<file path="src/design/ulf_cfg.svh">
// Purpose: offsets, field positions, reset values and counts for the receive line status block
// Assumes: AXI4-Lite byte addresses are four times the register index
// Notes: definitions only
`ifndef ULF_CFG_SVH
`define ULF_CFG_SVH
// Register indices, byte address = index * 4
`define ULF_IDX_RXH 6'h00
`define ULF_IDX_FCR 6'h02
`define ULF_IDX_LCR 6'h03
`define ULF_IDX_LSR 6'h05
`define ULF_IDX_DIV 6'h08
`define ULF_IDX_IST 6'h09
`define ULF_IDX_IMSK 6'h0A
// Line state bits
`define ULF_LSR_AVAIL 0
`define ULF_LSR_OVR 1
`define ULF_LSR_PAR 2
`define ULF_LSR_FRM 3
`define ULF_LSR_BRK 4
// Fifo control bits
`define ULF_FCR_EN 0
`define ULF_FCR_FLUSH 1
// Line control bits
`define ULF_LCR_STOP2 2
`define ULF_LCR_PEN 3
`define ULF_LCR_EPS 4
// Interrupt status bits
`define ULF_IRQ_DATA 0
`define ULF_IRQ_LINE 1
// Stored word tag bits above the data byte
`define ULF_W_PE 8
`define ULF_W_FE 9
`define ULF_W_BI 10
// Reset values
`define ULF_LCR_RST 8'h00
`define ULF_FCR_RST 8'h00
`define ULF_DIV_RST 16'h0001
`define ULF_IMSK_RST 2'h0
// Counts
`define ULF_FIFO_DEPTH 5'h10
`define ULF_OVS_LAST 4'hF
`define ULF_START_S1 4'h7
`define ULF_START_S2 4'h8
`define ULF_RESP_OKAY 2'h0
`define ULF_RESP_SLVERR 2'h2
`endif

</file>
<file path="src/design/ulf_pkg.sv">
// Purpose: types of the receive line status block
// Assumes: nothing
// Notes: one-hot receiver states
package ulf_pkg;
	typedef enum logic [5:0] {
		ULF_IDLE = 6'h01,
		ULF_START = 6'h02,
		ULF_DATA = 6'h04,
		ULF_PAR = 6'h08,
		ULF_STOP = 6'h10,
		ULF_BRKW = 6'h20
	} ulf_rx_state_t;
	typedef logic [10:0] ulf_word_t;
endpackage

</file>
<file path="src/design/ulf_rx_line_status.sv">
// Purpose: serial receiver with line status flags, 16-entry fifo and AXI4-Lite registers
// Assumes: 16 samples per bit, sample rate set by the divisor register
// Notes: receiver, fifo and flags share one clock
`timescale 1ns/100ps
`include "ulf_cfg.svh"
`default_nettype none
module ulf_rx_line_status
	import ulf_pkg::*;
(
	// Clock and reset
	input wire logic CLK_I,
	input wire logic SRST_I,
	// Serial line
	input wire logic RXD_I,
	// AXI4-Lite write
	input wire logic [7:0] AXI_AWADDR_I,
	input wire logic AXI_AWVALID_I,
	output logic AXI_AWREADY_O,
	input wire logic [31:0] AXI_WDATA_I,
	input wire logic [3:0] AXI_WSTRB_I,
	input wire logic AXI_WVALID_I,
	output logic AXI_WREADY_O,
	output logic [1:0] AXI_BRESP_O,
	output logic AXI_BVALID_O,
	input wire logic AXI_BREADY_I,
	// AXI4-Lite read
	input wire logic [7:0] AXI_ARADDR_I,
	input wire logic AXI_ARVALID_I,
	output logic AXI_ARREADY_O,
	output logic [31:0] AXI_RDATA_O,
	output logic [1:0] AXI_RRESP_O,
	output logic AXI_RVALID_O,
	input wire logic AXI_RREADY_I,
	// Interrupt
	output logic IRQ_O
);
	function automatic logic ulf_hit(input logic [7:0] addr, input logic [5:0] idx);
		ulf_hit = (addr[7:2] == idx);
	endfunction
	function automatic logic [7:0] ulf_align(input logic [7:0] sh, input logic [1:0] wls);
		ulf_align = sh >> (2'd3 - wls);
	endfunction

	logic rx_s1_q, rx_s2_q;
	logic [7:0] lcr_q, fcr_q;
	logic [15:0] div_q, div_cnt_q;
	logic [1:0] ist_q, imsk_q;
	logic tick;
	ulf_rx_state_t state_q;
	logic [3:0] cnt_q;
	logic [2:0] bit_q;
	logic [7:0] sh_q, brk_cnt_q;
	logic par_q, brk_sent_q;
	logic push_q;
	ulf_word_t push_word_q;
	ulf_word_t mem [0:15];
	ulf_word_t hold_q;
	logic hold_full_q;
	logic [3:0] wr_ptr_q, rd_ptr_q;
	logic [4:0] count_q;
	logic head_fresh_q;
	logic brk_q, frm_q, prt_q, ovr_q;
	logic aw_full_q, w_full_q, bvalid_q, rvalid_q;
	logic [7:0] awaddr_q, rdata_q;
	logic [31:0] wdata_q;
	logic [3:0] wstrb_q;
	logic [1:0] bresp_q, rresp_q;

	// Two flops before anything reads the pin
	always_ff @(posedge CLK_I) begin
		if (SRST_I) begin
			rx_s1_q <= 1'b1;
			rx_s2_q <= 1'b1;
		end else begin
			rx_s1_q <= RXD_I;
			rx_s2_q <= rx_s1_q;
		end
	end

	// Sample tick, divisor of zero acts as one
	assign tick = (div_cnt_q + 16'h0001 >= div_q);
	always_ff @(posedge CLK_I) begin
		if (SRST_I || tick) begin
			div_cnt_q <= 16'h0000;
		end else begin
			div_cnt_q <= div_cnt_q + 16'h0001;
		end
	end

	// Frame geometry
	logic fifo_en, pen, eps, stop2;
	logic [1:0] wls;
	logic [3:0] nbits, char_bits;
	logic [7:0] char_ticks, rx_data;
	logic par_err, zero_word, brk_hit, go_resync;
	assign fifo_en = fcr_q[`ULF_FCR_EN];
	assign wls = lcr_q[1:0];
	assign pen = lcr_q[`ULF_LCR_PEN];
	assign eps = lcr_q[`ULF_LCR_EPS];
	assign stop2 = lcr_q[`ULF_LCR_STOP2];
	assign nbits = {2'b00, wls} + 4'h5;
	assign char_bits = nbits + 4'h2 + {3'b000, pen} + {3'b000, stop2};
	assign char_ticks = {char_bits, 4'h0};
	assign rx_data = ulf_align(sh_q, wls);
	assign par_err = pen & (eps ? (^rx_data ^ par_q) : ~(^rx_data ^ par_q));
	assign zero_word = (rx_data == 8'h00) && !(pen && par_q);
	assign brk_hit = tick && !rx_s2_q && (brk_cnt_q == char_ticks);
	// Only the first stop bit is looked at
	assign go_resync = (state_q == ULF_STOP) && tick && (cnt_q == `ULF_OVS_LAST)
		&& !rx_s2_q && !zero_word;

	// Low-time counter saturates so a long break is reported once
	always_ff @(posedge CLK_I) begin
		if (SRST_I || rx_s2_q) begin
			brk_cnt_q <= 8'h00;
		end else if (tick && brk_cnt_q != 8'hFF) begin
			brk_cnt_q <= brk_cnt_q + 8'h01;
		end
	end

	// Receiver
	always_ff @(posedge CLK_I) begin
		if (SRST_I) begin
			state_q <= ULF_IDLE;
			cnt_q <= 4'h0;
			bit_q <= 3'h0;
			sh_q <= 8'h00;
			par_q <= 1'b0;
			brk_sent_q <= 1'b0;
			push_q <= 1'b0;
			push_word_q <= '0;
		end else begin
			push_q <= 1'b0;
			if (tick) begin
				cnt_q <= cnt_q + 4'h1;
			end
			case (state_q)
				ULF_IDLE: begin
					if (tick && !rx_s2_q) begin
						state_q <= ULF_START;
						cnt_q <= 4'h0;
					end
				end
				ULF_START: begin
					if (tick && rx_s2_q && (cnt_q == `ULF_START_S1 || cnt_q == `ULF_START_S2)) begin
						state_q <= ULF_IDLE;
					end else if (tick && cnt_q == `ULF_START_S2) begin
						state_q <= ULF_DATA;
						cnt_q <= 4'h0;
						bit_q <= 3'h0;
					end
				end
				ULF_DATA: begin
					if (tick && cnt_q == `ULF_OVS_LAST) begin
						sh_q <= {rx_s2_q, sh_q[7:1]};
						bit_q <= bit_q + 3'h1;
						if ({1'b0, bit_q} == nbits - 4'h1) begin
							state_q <= pen ? ULF_PAR : ULF_STOP;
						end
					end
				end
				ULF_PAR: begin
					if (tick && cnt_q == `ULF_OVS_LAST) begin
						par_q <= rx_s2_q;
						state_q <= ULF_STOP;
					end
				end
				ULF_STOP: begin
					if (tick && cnt_q == `ULF_OVS_LAST) begin
						if (rx_s2_q) begin
							push_q <= 1'b1;
							push_word_q <= {1'b0, 1'b0, par_err, rx_data};
							state_q <= ULF_IDLE;
						end else if (zero_word) begin
							// Could be a break; hold the character until the line decides
							state_q <= ULF_BRKW;
						end else begin
							push_q <= 1'b1;
							push_word_q <= {1'b0, 1'b1, par_err, rx_data};
							state_q <= ULF_START;
							cnt_q <= `ULF_START_S1;
						end
					end
					if (!pen) begin
						par_q <= 1'b0;
					end
				end
				ULF_BRKW: begin
					if (brk_sent_q) begin
						if (rx_s2_q) begin
							brk_sent_q <= 1'b0;
							state_q <= ULF_IDLE;
						end
					end else if (rx_s2_q) begin
						push_q <= 1'b1;
						push_word_q <= {1'b0, 1'b1, par_err, 8'h00};
						state_q <= ULF_IDLE;
					end else if (brk_hit) begin
						push_q <= 1'b1;
						push_word_q <= {1'b1, 1'b1, 1'b0, 8'h00};
						brk_sent_q <= 1'b1;
					end
				end
				default: begin
					state_q <= ULF_IDLE;
				end
			endcase
		end
	end

	// Bus strobes
	logic ar_hs, do_write, lsr_rd, pop, flush, ovf_evt, push_ok, stat_evt, rx_avail;
	ulf_word_t head_word, stat_word;
	assign ar_hs = AXI_ARVALID_I && !rvalid_q;
	assign do_write = aw_full_q && w_full_q && !bvalid_q;
	assign lsr_rd = ar_hs && ulf_hit(AXI_ARADDR_I, `ULF_IDX_LSR);
	assign rx_avail = fifo_en ? (count_q != 5'h00) : hold_full_q;
	assign pop = ar_hs && ulf_hit(AXI_ARADDR_I, `ULF_IDX_RXH) && rx_avail;
	assign flush = do_write && ulf_hit(awaddr_q, `ULF_IDX_FCR) && wstrb_q[0]
		&& (wdata_q[`ULF_FCR_FLUSH] || wdata_q[`ULF_FCR_EN] != fifo_en);
	assign ovf_evt = push_q && (fifo_en ? (count_q == `ULF_FIFO_DEPTH) : (hold_full_q && !pop));
	assign push_ok = push_q && fifo_en && (count_q != `ULF_FIFO_DEPTH) && !flush;
	assign head_word = mem[rd_ptr_q];
	// Status follows the head in fifo mode, the newest character otherwise
	assign stat_evt = fifo_en ? head_fresh_q : push_q;
	assign stat_word = fifo_en ? head_word : push_word_q;

	// Storage has no reset; pointers and count define what is valid
	always_ff @(posedge CLK_I) begin
		if (push_ok) begin
			mem[wr_ptr_q] <= push_word_q;
		end
	end

	always_ff @(posedge CLK_I) begin
		if (SRST_I || flush) begin
			wr_ptr_q <= 4'h0;
			rd_ptr_q <= 4'h0;
			count_q <= 5'h00;
			head_fresh_q <= 1'b0;
		end else begin
			wr_ptr_q <= wr_ptr_q + {3'b000, push_ok};
			rd_ptr_q <= rd_ptr_q + {3'b000, pop && fifo_en};
			count_q <= count_q + {4'h0, push_ok} - {4'h0, pop && fifo_en};
			head_fresh_q <= (pop && fifo_en && count_q > 5'h01)
				|| (push_ok && (count_q == 5'h00 || (pop && count_q == 5'h01)));
		end
	end

	// Holding register for non-fifo mode; a new character overwrites
	always_ff @(posedge CLK_I) begin
		if (SRST_I || flush) begin
			hold_q <= '0;
			hold_full_q <= 1'b0;
		end else if (push_q && !fifo_en) begin
			hold_q <= push_word_q;
			hold_full_q <= 1'b1;
		end else if (pop && !fifo_en) begin
			hold_full_q <= 1'b0;
		end
	end

	// Error flags: a new event beats a clearing read
	always_ff @(posedge CLK_I) begin
		if (SRST_I) begin
			brk_q <= 1'b0;
			frm_q <= 1'b0;
			prt_q <= 1'b0;
			ovr_q <= 1'b0;
		end else begin
			brk_q <= (brk_q && !lsr_rd) || (stat_evt && stat_word[`ULF_W_BI]);
			frm_q <= (frm_q && !lsr_rd) || (stat_evt && stat_word[`ULF_W_FE]);
			prt_q <= (prt_q && !lsr_rd) || (stat_evt && stat_word[`ULF_W_PE]);
			ovr_q <= (ovr_q && !lsr_rd) || ovf_evt;
		end
	end

	// Interrupt status, write one to clear, set wins
	logic [1:0] ist_set, ist_clr;
	assign ist_set[`ULF_IRQ_DATA] = push_q && !ovf_evt;
	assign ist_set[`ULF_IRQ_LINE] = ovf_evt
		|| (stat_evt && |stat_word[`ULF_W_BI:`ULF_W_PE]);
	assign ist_clr = (do_write && ulf_hit(awaddr_q, `ULF_IDX_IST) && wstrb_q[0]) ? wdata_q[1:0] : 2'b00;
	always_ff @(posedge CLK_I) begin
		if (SRST_I) begin
			ist_q <= 2'b00;
		end else begin
			ist_q <= (ist_q & ~ist_clr) | ist_set;
		end
	end
	assign IRQ_O = |(ist_q & imsk_q);

	// Control registers
	always_ff @(posedge CLK_I) begin
		if (SRST_I) begin
			lcr_q <= `ULF_LCR_RST;
			fcr_q <= `ULF_FCR_RST;
			div_q <= `ULF_DIV_RST;
			imsk_q <= `ULF_IMSK_RST;
		end else if (do_write) begin
			if (ulf_hit(awaddr_q, `ULF_IDX_LCR) && wstrb_q[0]) begin
				lcr_q <= {3'b000, wdata_q[4:0]};
			end
			// Flush bit is a strobe and never stored
			if (ulf_hit(awaddr_q, `ULF_IDX_FCR) && wstrb_q[0]) begin
				fcr_q <= {7'h00, wdata_q[`ULF_FCR_EN]};
			end
			if (ulf_hit(awaddr_q, `ULF_IDX_DIV) && wstrb_q[0]) begin
				div_q[7:0] <= wdata_q[7:0];
			end
			if (ulf_hit(awaddr_q, `ULF_IDX_DIV) && wstrb_q[1]) begin
				div_q[15:8] <= wdata_q[15:8];
			end
			if (ulf_hit(awaddr_q, `ULF_IDX_IMSK) && wstrb_q[0]) begin
				imsk_q <= wdata_q[1:0];
			end
		end
	end

	// AXI4-Lite write path, one write at a time
	logic wr_mapped;
	assign wr_mapped = ulf_hit(awaddr_q, `ULF_IDX_RXH) || ulf_hit(awaddr_q, `ULF_IDX_FCR)
		|| ulf_hit(awaddr_q, `ULF_IDX_LCR) || ulf_hit(awaddr_q, `ULF_IDX_LSR)
		|| ulf_hit(awaddr_q, `ULF_IDX_DIV) || ulf_hit(awaddr_q, `ULF_IDX_IST)
		|| ulf_hit(awaddr_q, `ULF_IDX_IMSK);
	assign AXI_AWREADY_O = !aw_full_q && !bvalid_q;
	assign AXI_WREADY_O = !w_full_q && !bvalid_q;
	always_ff @(posedge CLK_I) begin
		if (SRST_I) begin
			aw_full_q <= 1'b0;
			w_full_q <= 1'b0;
			bvalid_q <= 1'b0;
			bresp_q <= `ULF_RESP_OKAY;
			awaddr_q <= 8'h00;
			wdata_q <= 32'h0000_0000;
			wstrb_q <= 4'h0;
		end else begin
			if (AXI_AWVALID_I && AXI_AWREADY_O) begin
				aw_full_q <= 1'b1;
				awaddr_q <= AXI_AWADDR_I;
			end
			if (AXI_WVALID_I && AXI_WREADY_O) begin
				w_full_q <= 1'b1;
				wdata_q <= AXI_WDATA_I;
				wstrb_q <= AXI_WSTRB_I;
			end
			if (do_write) begin
				aw_full_q <= 1'b0;
				w_full_q <= 1'b0;
				bvalid_q <= 1'b1;
				bresp_q <= wr_mapped ? `ULF_RESP_OKAY : `ULF_RESP_SLVERR;
			end else if (bvalid_q && AXI_BREADY_I) begin
				bvalid_q <= 1'b0;
			end
		end
	end
	assign AXI_BVALID_O = bvalid_q;
	assign AXI_BRESP_O = bresp_q;

	// AXI4-Lite read path; reads of the holding and line state registers have side effects
	logic [7:0] rd_mux;
	logic rd_mapped;
	always_comb begin
		rd_mux = 8'h00;
		rd_mapped = 1'b1;
		if (ulf_hit(AXI_ARADDR_I, `ULF_IDX_RXH)) begin
			rd_mux = fifo_en ? head_word[7:0] : hold_q[7:0];
		end else if (ulf_hit(AXI_ARADDR_I, `ULF_IDX_FCR)) begin
			rd_mux = fcr_q;
		end else if (ulf_hit(AXI_ARADDR_I, `ULF_IDX_LCR)) begin
			rd_mux = lcr_q;
		end else if (ulf_hit(AXI_ARADDR_I, `ULF_IDX_LSR)) begin
			rd_mux = {3'b000, brk_q, frm_q, prt_q, ovr_q, rx_avail};
		end else if (ulf_hit(AXI_ARADDR_I, `ULF_IDX_DIV)) begin
			rd_mux = div_q[7:0];
		end else if (ulf_hit(AXI_ARADDR_I, `ULF_IDX_IST)) begin
			rd_mux = {6'h00, ist_q};
		end else if (ulf_hit(AXI_ARADDR_I, `ULF_IDX_IMSK)) begin
			rd_mux = {6'h00, imsk_q};
		end else begin
			rd_mapped = 1'b0;
		end
	end
	assign AXI_ARREADY_O = !rvalid_q;
	always_ff @(posedge CLK_I) begin
		if (SRST_I) begin
			rvalid_q <= 1'b0;
			rdata_q <= 8'h00;
			rresp_q <= `ULF_RESP_OKAY;
		end else if (ar_hs) begin
			rvalid_q <= 1'b1;
			rdata_q <= rd_mux;
			rresp_q <= rd_mapped ? `ULF_RESP_OKAY : `ULF_RESP_SLVERR;
		end else if (AXI_RREADY_I) begin
			rvalid_q <= 1'b0;
		end
	end
	assign AXI_RVALID_O = rvalid_q;
	assign AXI_RRESP_O = rresp_q;
	// Divisor is the only register wider than one byte
	logic rd_hi_q;
	logic [7:0] div_hi_q;
	assign AXI_RDATA_O = (rd_hi_q) ? {16'h0000, div_hi_q, rdata_q} : {24'h00_0000, rdata_q};
	always_ff @(posedge CLK_I) begin
		if (SRST_I) begin
			rd_hi_q <= 1'b0;
			div_hi_q <= 8'h00;
		end else if (ar_hs) begin
			rd_hi_q <= ulf_hit(AXI_ARADDR_I, `ULF_IDX_DIV);
			div_hi_q <= div_q[15:8];
		end
	end
endmodule
`default_nettype wire

</file>
<file path="config.mk">
export PLATFORM = sky130hd
export DESIGN_NAME = ulf_rx_line_status
export DESIGN_NICKNAME = d
export VERILOG_FILES = /design/src/design/ulf_pkg.sv /design/src/design/ulf_rx_line_status.sv
export VERILOG_INCLUDE_DIRS = /design/src /design/src/design
export SDC_FILE = /design/constraint.sdc
export NUM_CORES = 1
export LEC_CHECK = 0
export ABC_CLOCK_PERIOD_IN_PS = 3400
export BUFFER_PORTS_ARGS = -buffer_cell sky130_fd_sc_hd__buf_2
export CAP_MARGIN = 0
export CELL_PAD_IN_SITES_DETAIL_PLACEMENT = 1
export CELL_PAD_IN_SITES_GLOBAL_PLACEMENT = 1
export CORE_MARGIN = 3
export CORE_UTILIZATION = 35
export DETAILED_ROUTE_END_ITERATION = 7
export PLACE_DENSITY = 0.6
export SLEW_MARGIN = 20
export SYNTH_ARGS = -nofsm -noshare
export SYNTH_HDL_FRONTEND = slang
export SYNTH_SLANG_ARGS = --single-unit
</file>
<file path="constraint.sdc">
create_clock -name CLK_I -period 3.4 [get_ports CLK_I]
set_input_delay 0.68 -clock CLK_I [delete_from_list [all_inputs] [get_ports CLK_I]]
set_output_delay 0.68 -clock CLK_I [all_outputs]
set_load 0.01 [all_outputs]
</file>
======== Yosys cells after proc, flatten, opt, wreduce, memory -nomap -nowiden ========
Memories as Yosys holds them, arrays and structs flattened. A register that Yosys moved wholly into a read port is not among the register bits.
Cells that the tools add are included.
storage, ports and cells
  register bits ........................... 165
  bits in writable memories ............... 176
  input bits .............................. 60
  output and inout bits ................... 42
  memories kept ........................... 1
operators by class
  shift operators ......................... 1
  reduce and logical (&&, ||, !) cells .... 104
  bitwise gates (word level) .............. 7
  multiplexer cells ....................... 77
  magnitude comparators ................... 2
  $add $sub $neg .......................... 14
  equal/unequal tests ..................... 41
memories
  name  words  bits a word  read ports  clocked after memory_dff  write ports  line                      RTL
  mem   16     11           1           1                         1            ulf_rx_line_status.sv:56  ulf_word_t mem [0:15];
operator list
  operator                                             number
  2-to-1 mux 11 bit                                    7
  2-to-1 mux 6 bit                                     10
  logical AND 1 bit                                    50
  2-to-1 mux 8 bit                                     6
  equality test 6 x 4 -> 1 bit, second input constant  7
  case mux 6 bit (6 select lines)                      1
  2-to-1 mux 4 bit                                     8
  equality test 6 x 2 -> 1 bit, second input constant  5
  2-to-1 mux 1 bit                                     30
  case mux 11 bit (2 select lines)                     1
  equality test 6 x 3 -> 1 bit, second input constant  3
  logical OR 1 bit                                     18
  != test 2 bit, second input constant                 9
  adder 16 x 1 -> 16 bit, second input constant        1
  adder 4 x 1 -> 4 bit                                 4
  >= comparator 16 bit                                 1
  2-to-1 mux 16 bit                                    1
  logical NOT 6 bit                                    2
  case mux 4 bit (3 select lines)                      1
  AND reduction 2 bit                                  6
  nonzero test 2 bit                                   6
  logical NOT 1 bit                                    11
  2-to-1 mux 2 bit                                     5
  2-to-1 mux 3 bit                                     3
  44 further kinds                                     50

======== Depth between registers and ports, before layout ========
Gate-level depths: netlist of the first run.
  word-level depth ........................ 11
  mapped depth ............................ 19
  depth with buffers taken out ............ 19

======== Worst setup path before layout of the first run ========
No wires, ideal clock.
  path type ............................... input to register
  from .................................... input port AXI_ARADDR_I[7]
  to ...................................... register count_q[4]
  stages .................................. 16
  arrival ................................. 3038 ps
  slack ................................... 235 ps
  path buffers ............................ 1
  data required time ...................... 3272 ps
  path through ............................ nor4_1 -> nor3b_1 -> buf_2 -> nand3_1 -> nor2_1 -> ha_1 -> inv_1 -> ha_1 -> inv_1 -> fa_1 -> nor2_1 -> nor2_1 -> nor2_1 -> nor2_1 -> xnor2_1 -> nor2_1
between the ends
  cells in the longest elaborated chain, start to end .. 5
ends and longest elaborated chain
  element                         line                       RTL
  from (decl)                     ulf_rx_line_status.sv:27   input wire logic [7:0] AXI_ARADDR_I,
  logical NOT 6 bit               ulf_rx_line_status.sv:38   ulf_hit = (addr[7:2] == idx);
  logical AND 1 bit (2 in a row)  ulf_rx_line_status.sv:218  assign pop = ar_hs && ulf_hit(AXI_ARADDR_I, `ULF_IDX_RXH) && rx_avail;
  logical AND 1 bit               ulf_rx_line_status.sv:244  count_q <= count_q + {4'h0, push_ok} - {4'h0, pop && fifo_en};
  subtractor 5 x 1 -> 5 bit       ulf_rx_line_status.sv:244
  to (signal assigned)            ulf_rx_line_status.sv:244
  to (decl)                       ulf_rx_line_status.sv:60   logic [4:0] count_q;
Every way passes these cells.
A chain may end at the register's enable or synchronous reset.

======== Worst setup path in the final report of the first run ========
  from .................................... register div_cnt_q[8]
  to ...................................... register bit_q[2]
between the ends
  cells in the longest elaborated chain, start to end .. 6
  elaborated cells between the ends (all ways) .. 10
  classes of those cells .................. add/sub: 1; order compare: 1; eq/ne: 3; reduce/logical: 5
ends and longest elaborated chain
  element                            line                       RTL
  from (decl)                        ulf_rx_line_status.sv:46   logic [15:0] div_q, div_cnt_q;
  from (signal assigned)             ulf_rx_line_status.sv:86   div_cnt_q <= div_cnt_q + 16'h0001;
  adder 16 x 1 -> 16 bit (*)         ulf_rx_line_status.sv:81   assign tick = (div_cnt_q + 16'h0001 >= div_q);
  >= comparator 16 bit (*)           ulf_rx_line_status.sv:81
  logical AND 1 bit (2 in a row)     ulf_rx_line_status.sv:145  if (tick && rx_s2_q && (cnt_q == `ULF_START_S1 || cnt_q == `ULF_START_S2)) begin
  != test 2 bit (no line)            --
  AND reduction 4 bit (no line) (*)  --
  to (signal assigned)               ulf_rx_line_status.sv:156  bit_q <= bit_q + 3'h1;
  to (decl)                          ulf_rx_line_status.sv:51   logic [2:0] bit_q;
Mark *: on every way between the ends. The rest lies on a longest branch, timed or not.

==> impl_metrics.prom, run 1 <==
# TYPE chip_impl_metric gauge
chip_impl_metric{name="placed_area",unit="mm2"} 0.0160
chip_impl_metric{name="synth.yosys.warnings",unit=""} 0
chip_impl_metric{name="global_route.usage.total",unit="%"} 16.3
chip_impl_metric{name="drc",unit=""} 0
chip_impl_info{name="worst_setup_path_start_kind",value="flip-flop"} 1
chip_impl_metric{name="routedWlPerCell",unit="um"} 18.9
chip_impl_metric{name="synth-edff-count",unit=""} 176
chip_impl_metric{name="cellInternalPower",unit="mW"} 7.04
chip_impl_info{name="netlist.top_cell.by_area",value="edfxtp_1"} 1
chip_impl_info{name="critPathKind",value="reg2reg"} 1
chip_impl_metric{name="preCtsSetupSlack",unit="ns"} 0.103
chip_impl_metric{name="avgSynthCellArea",unit="um2"} 11.9
chip_impl_metric{name="final_layout_size_suffix_gt1_share",unit="%"} 19.2
chip_impl_metric{name="area_growth",unit="%"} 16.4
chip_impl_info{name="cts_root_buf",value="clkbuf_16"} 1
chip_impl_metric{name="global_route.usage.met1",unit="%"} 22.3
chip_impl_metric{name="design.final.nets",unit=""} 1464
chip_impl_info{name="grt_setup_unrepaired",value="yes"} 1
chip_impl_info{name="critical_path_capture_point_type",value="flip-flop"} 1
chip_impl_metric{name="switching_power",unit="mW"} 1.97
chip_impl_metric{name="grt_pass1_wl",unit="mm"} 57.1
chip_impl_metric{name="placement.io_buffers",unit=""} 61
chip_impl_metric{name="worst_pin_slew",unit="ns"} 0.949
chip_impl_info{name="run_status",value="finished clean"} 1
chip_impl_metric{name="cts_inserted_buffers",unit=""} 40
chip_impl_metric{name="drtPass1Iterations",unit=""} 5
chip_impl_info{name="busiest_layer",value="met2"} 1
chip_impl_metric{name="synth_area",unit="mm2"} 0.0149
chip_impl_metric{name="tightest_slew_margin_relative_to_the_limit",unit="%"} 36.6
chip_impl_metric{name="num_antenna_cells",unit=""} 0
chip_impl_metric{name="grt-ovfl-total",unit=""} 0
chip_impl_metric{name="synth.yosys.seq_area_share",unit="%"} 57.0
chip_impl_info{name="cts_tree",value="yes"} 1
chip_impl_metric{name="combinationalPowerShare",unit="%"} 4.6
chip_impl_metric{name="asyncSetResetFlopFracSynth",unit="%"} 0
chip_impl_metric{name="initial_utilization",unit="%"} 35.5
chip_impl_metric{name="timing.fmax",unit="GHz"} 0.315
chip_impl_metric{name="ir_worst_vdd",unit="mV"} 0.278
chip_impl_metric{name="top_level_ports",unit=""} 102
chip_impl_metric{name="gpl_congestion",unit=""} 0.764
chip_impl_metric{name="clock_tree.htree_level_count",unit=""} 2
chip_impl_metric{name="initial_antenna_violation_count",unit=""} 0
chip_impl_metric{name="fill_cells",unit=""} 4510
chip_impl_metric{name="vias",unit=""} 9849
chip_impl_info{name="worstHoldPathType",value="in2reg"} 1
chip_impl_metric{name="first_iter_violations",unit=""} 429
chip_impl_info{name="ys_top_cells_by_count",value="176 x edfxtp_1, 161 x dfxtp_1, 128 x nor2_1, 113 x nand2_1, 86 x a21oi_1"} 1
chip_impl_metric{name="final-hold-violation-count",unit=""} 0
chip_impl_metric{name="dieWidth",unit="um"} 212
chip_impl_metric{name="clock_insertion_delay_worst_skew",unit="ns"} 0.56
chip_impl_metric{name="dieHeight",unit="um"} 212
chip_impl_metric{name="pwr-share-clk",unit="%"} 47.2
chip_impl_metric{name="crit_arrival",unit="ns"} 3.62
chip_impl_metric{name="seqCellArea",unit="mm2"} 0.00851
chip_impl_metric{name="syn_inst",unit=""} 1259
chip_impl_metric{name="multi_input_comb_area",unit="mm2"} 0.00593
chip_impl_metric{name="power.share.switching",unit="%"} 21.9
chip_impl_info{name="postSynth.topFlopCell",value="edfxtp_1"} 1
chip_impl_metric{name="avgViaCountPerCell",unit=""} 5.10
chip_impl_metric{name="final_report_max_slew_violation_count",unit=""} 0
chip_impl_metric{name="finalSetupViolations",unit=""} 0
chip_impl_metric{name="synth_unique_cells",unit=""} 66
chip_impl_metric{name="postLayoutSetupSlackWorst",unit="ns"} 0.223
chip_impl_metric{name="first_global_vias",unit=""} 10000
chip_impl_metric{name="critical_path_peak_fanout",unit=""} 8
chip_impl_metric{name="min_period_over_period",unit="%"} 93.4
chip_impl_metric{name="layout.cell_area.non_filler",unit="mm2"} 0.0174
chip_impl_metric{name="share_seq_of_total_power",unit="%"} 48.2
chip_impl_metric{name="clkSinkCount",unit=""} 337
chip_impl_metric{name="rows",unit=""} 75
chip_impl_metric{name="postRouteAntennaNets",unit=""} 0
chip_impl_metric{name="gr-usage-met3",unit="%"} 2.60
chip_impl_metric{name="path_clk_slew",unit="ns"} 0.06
chip_impl_metric{name="cts.path.max_buffers",unit=""} 3
chip_impl_metric{name="core_area",unit="mm2"} 0.0420
chip_impl_metric{name="post-dp-hpwl",unit="mm"} 25.5
chip_impl_metric{name="post-route-min-period",unit="ns"} 3.18
chip_impl_metric{name="maxCapViolCount",unit=""} 0
chip_impl_metric{name="number_of_synthesized_register_bits",unit=""} 337
chip_impl_metric{name="power.leakage",unit="nW"} 6.27
chip_impl_info{name="synthMostInstantiatedCell",value="edfxtp_1"} 1
chip_impl_metric{name="post-synth-top-area-fraction",unit="%"} 35.4
chip_impl_info{name="synth.area.top_cells",value="edfxtp_1 35%, dfxtp_1 22%, mux4_2 7.8%"} 1
chip_impl_metric{name="power-per-cell-area",unit="mW/mm2"} 519
chip_impl_metric{name="grt_use_met2",unit="%"} 26.7
chip_impl_metric{name="fp.dieArea",unit="mm2"} 0.0452
chip_impl_metric{name="maximum_number_of_pins_on_one_net_before_global_route_repair",unit=""} 74
chip_impl_metric{name="routed_wirelength",unit="mm"} 36.6
chip_impl_metric{name="final.setup_skew",unit="ns"} 0.0151
chip_impl_metric{name="cp_data_required_time",unit="ns"} 3.85
power by group through the flow:
stage                     clock (mW)  combinational, mW  sequential (mW)
after floorplan                    0              0.321             4.41
after global placement             0              0.411             4.43
after detailed placement           0              0.421             4.43
after CTS                       4.40              0.423             4.34
after global routing            4.57              0.467             4.35
final                           4.25              0.418             4.34
cell usage in the layout, fill, tap and decap left out, types with 5 or more instances in the layout:
| master | Yosys | routed |
|---|---|---|
| nand4_1 | 10 | 10 |
| mux2_2 | 11 | 11 |
| nand3b_1 | 9 | 9 |
| or2_2 | 5 | 5 |
| edfxtp_1 | 176 | 176 |
| a21oi_1 | 86 | 84 |
| clkinv_2 | 0 | 7 |
| nor3_1 | 26 | 26 |
| conb_1 | 1 | 18 |
| or3_1 | 7 | 7 |
| nand2_1 | 113 | 113 |
| o21ai_0 | 34 | 33 |
| nand2b_1 | 13 | 13 |
| or4_1 | 5 | 5 |
| and3_1 | 10 | 10 |
| o41ai_1 | 6 | 6 |
| and2_1 | 12 | 12 |
| xor2_1 | 11 | 10 |
| clkbuf_16 | 0 | 41 |
| mux4_2 | 52 | 52 |
| mux2i_1 | 55 | 55 |
| nor2_1 | 128 | 127 |
| xnor2_1 | 29 | 29 |
| ha_1 | 41 | 40 |
| buf_2 | 15 | 60 |
| nand3_1 | 33 | 33 |
| a211oi_1 | 9 | 9 |
| dfxtp_1 | 161 | 159 |
| buf_4 | 19 | 60 |
| inv_1 | 46 | 46 |
| clkbuf_1 | 34 | 12 |
| nor2b_1 | 28 | 27 |
worst max-delay path, cell delays in order, from the launching register on:
cell      delay (ns)
dfxtp_1         0.35
and4_1          0.24
and3_1          0.22
nand3_1         0.14
nor2_2          0.19
xor2_2          0.10
ha_1            0.32
nand4_1         0.15
buf_4           0.17
o31ai_2         0.28
buf_6           0.20
nand3_1         0.10
or4b_1          0.51
o311ai_1        0.09
flip-flops by register name, summed over array words and instances, names as in the netlist, 11 cells and up:
register	count
push_word_q	11
mem	176
wdata_q	16
div_q	16
div_cnt_q	16
final timing paths:
| path | depth (start not counted) | slack (ns) | end | from |
|---|---|---|---|---|
| worst max-delay path | 13 | 0.22 | bit_q[2] | div_cnt_q[8] |
| worst min-delay path | 2 | 0.32 | rx_s1_q | RXD_I |
| worst min register to register | 1 | 0.41 | rx_s2_q | rx_s1_q |
| worst max register to register | 13 | 0.22 | bit_q[2] | div_cnt_q[8] |
kinds of logic after synthesis:
kind of cell,count (synthesis),share of synthesized area (%)
AO/OA/AOI/OAI,179,7.45
other,1,0.0251
buffers and inverters,126,3.87
AND/OR/NAND/NOR,415,13.2
multiplexers,118,12.4
flip-flops,337,57.0
adder cells (fa/ha/maj),43,3.71
XOR/XNOR,40,2.35
through the flow:
stage	instances	util (%)	hold WS (ns)	total power [mW]	TNS [ns]
2_1_floorplan	1276	-	0.389	4.73	0
3_3_place_gp	1856	38.1	0.403	4.84	0
3_5_place_dp	1856	38.1	0.401	4.85	0
4_1_cts	1928	41.2	0.285	9.16	0
5_1_grt	1930	41.3	0.314	9.39	-0.0425
6_report	1930	41.3	0.323	9.01	0
cell type report:
class / count / area share [%]
Clock buffer: 56 / 6.40
Clock inverter: 16 / 1.08
Inverter: 47 / 1.02
Multi-Input combinational cell: 813 / 34.1
Sequential cell: 337 / 49.0
Tap cell: 539 / 3.88
Timing Repair Buffer: 122 / 4.50
repair_timing:
item / 4_1_cts / 5_1_grt
resized for setup: 0 / 8
setup buffers: 0 / 2
setup endpoints to repair: 0 / 47
hold buffers: 0 / 0
routing by layer:
metal | routed length [um] | vias to the layer above
li1 | - | 4750
met4 | 845 | 0
met1 | 17000 | 4895
met3 | 1260 | 57
met2 | 17500 | 147
met5 | 0 | -
Note: power is estimated with default switching activity, not from simulation.
==> run 2, diff against run 1 <==
--- a/config.mk
+++ b/config.mk
@@ -6,7 +6,7 @@
 export SDC_FILE = /design/constraint.sdc
 export NUM_CORES = 1
 export LEC_CHECK = 0
-export ABC_CLOCK_PERIOD_IN_PS = 3400
+export ABC_CLOCK_PERIOD_IN_PS = 2600
 export BUFFER_PORTS_ARGS = -buffer_cell sky130_fd_sc_hd__buf_2
 export CAP_MARGIN = 0
 export CELL_PAD_IN_SITES_DETAIL_PLACEMENT = 1
@@ -14,7 +14,7 @@
 export CORE_MARGIN = 3
 export CORE_UTILIZATION = 35
 export DETAILED_ROUTE_END_ITERATION = 7
-export PLACE_DENSITY = 0.6
+export PLACE_DENSITY = 0.62
 export SLEW_MARGIN = 20
 export SYNTH_ARGS = -nofsm -noshare
 export SYNTH_HDL_FRONTEND = slang
==> constraint.sdc (replaced) <==
create_clock -name CLK_I -period 2.6 [get_ports CLK_I]
set_input_delay 0.52 -clock CLK_I [delete_from_list [all_inputs] [get_ports CLK_I]]
set_output_delay 0.52 -clock CLK_I [all_outputs]
set_load 0.01 [all_outputs]
==> impl_metrics.prom, run 2 (same netlist as run 1, synthesis figures left out) <==
# TYPE chip_impl_metric gauge
chip_impl_info{name="worstHoldPathType",value="in2reg"} 1
chip_impl_metric{name="final.setup.tns",unit="ns"} -16.32
chip_impl_metric{name="drtPass1Iterations",unit=""} 5
chip_impl_metric{name="cts.path.max_buffers",unit=""} 3
chip_impl_info{name="layout_commonest_cell",value="edfxtp_1"} 1
chip_impl_info{name="critical_path_capture_point_type",value="flip-flop"} 1
chip_impl_metric{name="timing.fmax",unit="GHz"} 0.331
chip_impl_metric{name="cts_inserted_buffers",unit=""} 40
chip_impl_info{name="top_register",value="mem"} 1
chip_impl_metric{name="gpl_congestion",unit=""} 0.782
chip_impl_metric{name="global_route.usage.total",unit="%"} 17.3
chip_impl_metric{name="power-per-cell-area",unit="mW/mm2"} 625
chip_impl_info{name="violations",value="setup timing"} 1
chip_impl_metric{name="largest_register_ff_count",unit=""} 176
chip_impl_metric{name="rows",unit=""} 75
chip_impl_metric{name="drc",unit=""} 0
chip_impl_metric{name="grt_use_met2",unit="%"} 29.4
chip_impl_info{name="busiest_layer",value="met2"} 1
chip_impl_metric{name="first_iter_violations",unit=""} 605
chip_impl_metric{name="postRouteAntennaNets",unit=""} 0
chip_impl_metric{name="first_global_vias",unit=""} 10900
chip_impl_metric{name="clock_insertion_delay_worst_skew",unit="ns"} 0.56
chip_impl_metric{name="tightest_slew_margin_relative_to_the_limit",unit="%"} 44.8
chip_impl_info{name="grt_setup_unrepaired",value="yes"} 1
chip_impl_metric{name="postLayoutSetupSlackWorst",unit="ns"} -0.424
chip_impl_metric{name="clock_tree.htree_level_count",unit=""} 2
chip_impl_metric{name="gr-usage-met3",unit="%"} 3.04
chip_impl_metric{name="cp_data_required_time",unit="ns"} 3.06
chip_impl_metric{name="power.leakage",unit="nW"} 7.03
chip_impl_metric{name="finalSetupViolations",unit=""} 60
chip_impl_metric{name="grt_pass1_wl",unit="mm"} 60.9
chip_impl_metric{name="area_growth",unit="%"} 27.1
chip_impl_metric{name="avgViaCountPerCell",unit=""} 5.13
chip_impl_metric{name="global_route.usage.met1",unit="%"} 23.2
chip_impl_metric{name="timing.reg2reg.setup_slack",unit="ns"} -0.42
chip_impl_metric{name="worst_pin_slew",unit="ns"} 0.827
chip_impl_metric{name="critical_path_peak_fanout",unit=""} 7
chip_impl_metric{name="final_report_max_slew_violation_count",unit=""} 0
chip_impl_metric{name="routedWlPerCell",unit="um"} 19.6
chip_impl_metric{name="final_layout_size_suffix_gt1_share",unit="%"} 31.3
chip_impl_info{name="run_status",value="complete, but fails checks"} 1
chip_impl_metric{name="routed_wirelength",unit="mm"} 39.9
chip_impl_info{name="cts_root_buf",value="clkbuf_16"} 1
chip_impl_metric{name="design.final.nets",unit=""} 1571
chip_impl_metric{name="core_area",unit="mm2"} 0.0420
chip_impl_metric{name="clkSinkCount",unit=""} 337
chip_impl_metric{name="initial_antenna_violation_count",unit=""} 0
chip_impl_metric{name="post-dp-hpwl",unit="mm"} 26.4
chip_impl_metric{name="path_clk_slew",unit="ns"} 0.06
chip_impl_metric{name="holdBufCountCts",unit=""} 0
chip_impl_info{name="worst_setup_path_start_kind",value="flip-flop"} 1
chip_impl_metric{name="fill_cells",unit=""} 4430
chip_impl_metric{name="placement.io_buffers",unit=""} 61
chip_impl_metric{name="post-route-min-period",unit="ns"} 3.02
chip_impl_info{name="commonest_cells_after_routing_fill_and_taps_aside",value="176 x edfxtp_1, 148 x dfxtp_1, 144 x buf_4"} 1
chip_impl_metric{name="num_antenna_cells",unit=""} 0
chip_impl_metric{name="final.setup_skew",unit="ns"} 0.0181
chip_impl_metric{name="hold-worst-slack",unit="ns"} 0.160
chip_impl_metric{name="crit_arrival",unit="ns"} 3.48
chip_impl_metric{name="maximum_number_of_pins_on_one_net_before_global_route_repair",unit=""} 55
chip_impl_metric{name="top_level_ports",unit=""} 102
chip_impl_info{name="cts_tree",value="yes"} 1
chip_impl_info{name="critPathKind",value="reg2reg"} 1
chip_impl_metric{name="dieWidth",unit="um"} 212
chip_impl_metric{name="fp.dieArea",unit="mm2"} 0.0452
chip_impl_metric{name="grt-ovfl-total",unit=""} 0
chip_impl_metric{name="final-hold-violation-count",unit=""} 0
chip_impl_metric{name="dieHeight",unit="um"} 212
chip_impl_metric{name="min_period_over_period",unit="%"} 116
chip_impl_metric{name="ir_worst_vdd",unit="mV"} 0.338
chip_impl_metric{name="vias",unit=""} 10500
chip_impl_metric{name="maxCapViolCount",unit=""} 0
chip_impl_metric{name="initial_utilization",unit="%"} 35.5
chip_impl_metric{name="total_power",unit="mW"} 11.9
run 2: cell count changes in the layout (fill, tap and decap cells not counted), moves of 7 or more:
cell	previous run	this run
nand3_1	33	26
a21oi_1	84	76
buf_4	60	144
nor3_1	26	19
dfxtp_2	2	13
buf_12	1	10
o21ai_0	33	21
dfxtp_1	159	148
nor2_1	127	118
o21ai_2	0	7
buf_6	1	12
run 2: through the flow:
stage          area (um2)  instances  setup WS, ns  util, %
2_1_floorplan       15100       1276        -0.193        -
3_3_place_gp        16800       1926        -0.452     39.9
3_5_place_dp        16800       1926        -0.546     39.9
4_1_cts             18500       2021        -0.375     44.0
5_1_grt             19000       2037        -0.603     45.1
6_report            19000       2037        -0.424     45.1
run 2: power breakdown:
part | leakage (nW) | internal [mW] | switching (mW) | total (mW)
Combinational | 3.50 | 0.359 | 0.404 | 0.763
Sequential | 2.91 | 5.61 | 0.0648 | 5.67
Clock | 0.628 | 3.24 | 2.18 | 5.42
Total | 7.03 | 9.21 | 2.65 | 11.9
run 2: what timing repair did:
item	CTS	global route
endpoints found under the setup margin	97	93
setup buffers	25	16
cloned	2	3
pin swaps	34	35
resized for setup	70	71
run 2: routing by layer:
metal,part of all wire (%),vias up,wire length (um)
met4,1.9,0,741
met2,50,135,20000
li1,-,4964,-
met3,3.0,50,1190
met1,45,5301,18000
met5,0,-,0
run 2: worst max-delay path, stage by stage, from the launching register on:
cell	delay, ns
dfxtp_2	0.35
nand2_2	0.07
nor3_4	0.19
buf_6	0.14
nand4_1	0.14
xnor2_2	0.18
ha_1	0.32
nand4_1	0.19
buf_4	0.21
o31ai_4	0.27
buf_12	0.19
nand3_4	0.07
or4b_4	0.52
o311ai_2	0.08
run 2: path summary, 6_finish.rpt:
kind | startpoint | to | cells after the start
setup / recovery | div_cnt_q[1] | bit_q[2] | 13
hold / removal | RXD_I | rx_s1_q | 2
setup reg to reg | div_cnt_q[1] | bit_q[2] | 13
hold reg to reg | rx_s1_q | rx_s2_q | 1
run 2: area by class of cell:
type                            instances  area, um2  share of cell area [%]
Tap cell                              539        674                    3.56
Clock buffer                           57       1140                    6.00
Clock inverter                         15        133                   0.699
Timing Repair Buffer                  229       1790                    9.46
Multi-Input combinational cell        813       6520                    34.4
Sequential cell                       337       8520                    45.0
Inverter                               47        180                   0.950
==> run 3, diff against run 2 <==
--- a/config.mk
+++ b/config.mk
@@ -13,7 +13,9 @@
 export CELL_PAD_IN_SITES_GLOBAL_PLACEMENT = 1
 export CORE_MARGIN = 3
 export CORE_UTILIZATION = 35
+export CTS_CLUSTER_SIZE = 14
 export DETAILED_ROUTE_END_ITERATION = 7
+export GPL_TIMING_DRIVEN = 0
 export PLACE_DENSITY = 0.62
 export SLEW_MARGIN = 20
 export SYNTH_ARGS = -nofsm -noshare
==> impl_metrics.prom, run 3 (same netlist as run 1, synthesis figures left out) <==
# TYPE chip_impl_metric gauge
chip_impl_metric{name="cp_data_required_time",unit="ns"} 3.08
chip_impl_metric{name="grt-ovfl-total",unit=""} 0
chip_impl_metric{name="initial_antenna_violation_count",unit=""} 1
chip_impl_metric{name="path_clk_slew",unit="ns"} 0.06
chip_impl_metric{name="design.final.nets",unit=""} 1567
chip_impl_metric{name="power.share.switching",unit="%"} 23.0
chip_impl_metric{name="dieHeight",unit="um"} 212
chip_impl_metric{name="final.setup_skew",unit="ns"} 0.0223
chip_impl_metric{name="final.setup.tns",unit="ns"} -24.39
chip_impl_metric{name="core_area",unit="mm2"} 0.0420
chip_impl_metric{name="post-route-min-period",unit="ns"} 3.20
chip_impl_metric{name="final_report_max_slew_violation_count",unit=""} 0
chip_impl_metric{name="drtPass1Iterations",unit=""} 5
chip_impl_info{name="commonest_cells_after_routing_fill_and_taps_aside",value="176 x edfxtp_1, 146 x dfxtp_1, 107 x nand2_1, 107 x nor2_1, 73 x buf_4"} 1
chip_impl_metric{name="crit_buf_inv",unit=""} 3
chip_impl_metric{name="clock_tree.htree_level_count",unit=""} 2
chip_impl_metric{name="cts_inserted_buffers",unit=""} 40
chip_impl_info{name="top_register",value="mem"} 1
chip_impl_metric{name="initial_utilization",unit="%"} 35.5
chip_impl_metric{name="first_iter_violations",unit=""} 616
chip_impl_metric{name="grt_pass1_wl",unit="mm"} 65.1
chip_impl_metric{name="combinationalPowerShare",unit="%"} 6.1
chip_impl_metric{name="drc",unit=""} 0
chip_impl_metric{name="power-per-cell-area",unit="mW/mm2"} 613
chip_impl_info{name="worstHoldPathType",value="in2reg"} 1
chip_impl_metric{name="postRouteAntennaNets",unit=""} 0
chip_impl_metric{name="clkSinkCount",unit=""} 337
chip_impl_metric{name="cts.path.max_buffers",unit=""} 3
chip_impl_info{name="worstPathCellList",value="nand3_4, nor3_4, buf_6, nand3_2, xnor2_2, ha_1, nand4_1, buf_4, o31a_1, buf_4, o21a_4, or4_4, a21oi_2"} 1
chip_impl_metric{name="timing.fmax",unit="GHz"} 0.313
chip_impl_metric{name="switching_power",unit="mW"} 2.69
chip_impl_metric{name="area_growth",unit="%"} 28.2
chip_impl_metric{name="top_level_ports",unit=""} 102
chip_impl_info{name="crit_slowest_cell",value="or4_4"} 1
chip_impl_metric{name="power.leakage",unit="nW"} 6.90
chip_impl_metric{name="critical_path_peak_fanout",unit=""} 4
chip_impl_info{name="critPathKind",value="reg2reg"} 1
chip_impl_metric{name="first_global_vias",unit=""} 11200
chip_impl_metric{name="global_route.usage.total",unit="%"} 18.9
chip_impl_metric{name="worst_pin_slew",unit="ns"} 0.951
chip_impl_metric{name="tightest_slew_margin_relative_to_the_limit",unit="%"} 36.1
chip_impl_metric{name="pwr-share-clk",unit="%"} 45.7
chip_impl_metric{name="vias",unit=""} 10600
chip_impl_metric{name="critical_path.max_stage_delay",unit="ns"} 0.48
chip_impl_info{name="cts_tree",value="yes"} 1
chip_impl_metric{name="rows",unit=""} 75
chip_impl_info{name="worst_setup_path_start_kind",value="flip-flop"} 1
chip_impl_metric{name="share_seq_of_total_power",unit="%"} 48.2
chip_impl_metric{name="ir_worst_vdd",unit="mV"} 0.384
chip_impl_metric{name="maxCapViolCount",unit=""} 0
chip_impl_metric{name="postLayoutSetupSlackWorst",unit="ns"} -0.598
chip_impl_metric{name="gpl_congestion",unit=""} 0.785
chip_impl_metric{name="post-dp-hpwl",unit="mm"} 28.5
chip_impl_metric{name="crit_arrival",unit="ns"} 3.68
chip_impl_metric{name="clock_insertion_delay_worst_skew",unit="ns"} 0.56
chip_impl_info{name="grt_setup_unrepaired",value="yes"} 1
chip_impl_metric{name="fp.dieArea",unit="mm2"} 0.0452
chip_impl_metric{name="routedWlPerCell",unit="um"} 21.0
chip_impl_metric{name="preCtsSetupSlack",unit="ns"} -0.931
chip_impl_info{name="path_common_cell",value="buf_4"} 1
chip_impl_info{name="violations",value="setup timing"} 1
chip_impl_metric{name="dieWidth",unit="um"} 212
chip_impl_info{name="run_status",value="complete, but fails checks"} 1
chip_impl_info{name="critPathTopFamily",value="simple AND/OR/NAND/NOR gates"} 1
chip_impl_info{name="cts_root_buf",value="clkbuf_16"} 1
chip_impl_metric{name="cellInternalPower",unit="mW"} 9.04
chip_impl_metric{name="min_period_over_period",unit="%"} 123
chip_impl_metric{name="num_antenna_cells",unit=""} 0
chip_impl_metric{name="final_layout_size_suffix_gt1_share",unit="%"} 30.9
chip_impl_metric{name="avgViaCountPerCell",unit=""} 5.20
chip_impl_metric{name="maximum_number_of_pins_on_one_net_before_global_route_repair",unit=""} 19
chip_impl_metric{name="placement.io_buffers",unit=""} 60
chip_impl_info{name="layout_commonest_cell",value="edfxtp_1"} 1
chip_impl_metric{name="routed_wirelength",unit="mm"} 42.8
chip_impl_info{name="critical_path_capture_point_type",value="flip-flop"} 1
chip_impl_metric{name="largest_register_ff_count",unit=""} 176
chip_impl_metric{name="final-hold-violation-count",unit=""} 0
chip_impl_metric{name="finalSetupViolations",unit=""} 60
## run 3: cell count changes in the layout (fill, tap and decap cells not counted), sizes merged
| cell | delta |
|---|---|
| clkbuf | +29 |
| a21oi | +1 |
| clkinv | -2 |
| inv | +3 |
| buf | -37 |
| clkinvlp | +2 |
| bufinv | -1 |
| clkdlybuf4s15 | +1 |
## run 3: final timing paths
path	from	endpoint	slack, ns	cells past startpoint
max	div_cnt_q[3]	state_q[4]	-0.60	13
min	RXD_I	rx_s1_q	0.16	2
max reg2reg	div_cnt_q[3]	state_q[4]	-0.60	13
min reg2reg	rx_s1_q	rx_s2_q	0.42	1
## run 3: final cells by class
class                   instances  area [um2]
inverters                      47         179
clock inverters                17         120
clock buffers                  55        1130
fillers                      4442       22900
multi-input cells             814        6770
flip-flops and latches        337        8540
well taps                     539         674
plain buffers                  78         534
repair buffers                146        1190
## run 3: through the flow
stage	total power, mW	instance area (um2)	cells	hold WS [ns]	utilization [%]
3_5_place_dp	6.43	16200	1881	0.412	38.6
4_1_cts	11.8	18500	2009	0.133	44.0
2_1_floorplan	6.22	15100	1276	0.389	-
5_1_grt	12.2	19100	2033	0.140	45.5
6_report	11.7	19100	2033	0.161	45.5
3_3_place_gp	6.42	16100	1875	0.402	38.3
## run 3: timing repair
action,in CTS,in global routing
pin swaps,53,55
gates cloned,5,0
setup buffers,51,29
resized for setup,133,96
hold buffers,0,0
setup endpoints to repair,253,170
## run 3: layer usage
layer / track usage [%] / routed length (um) / vias up / share of wire (%)
met5: 0 / 0 / - / 0
met4: 5.67 / 1000 / 0 / 2.3
met3: 3.00 / 1590 / 61 / 3.7
met2: 30.6 / 20400 / 173 / 48
met1: 26.4 / 19800 / 5365 / 46
li1: - / - / 4965 / -
## run 3: power groups by stage
stage	Sequential (mW)	Clock [mW]	Combinational, mW
finish	5.66	5.36	0.711
global route	5.66	5.72	0.782
CTS	5.66	5.49	0.690
detailed placement	5.78	0	0.650
global placement	5.77	0	0.645
floorplan	5.76	0	0.456
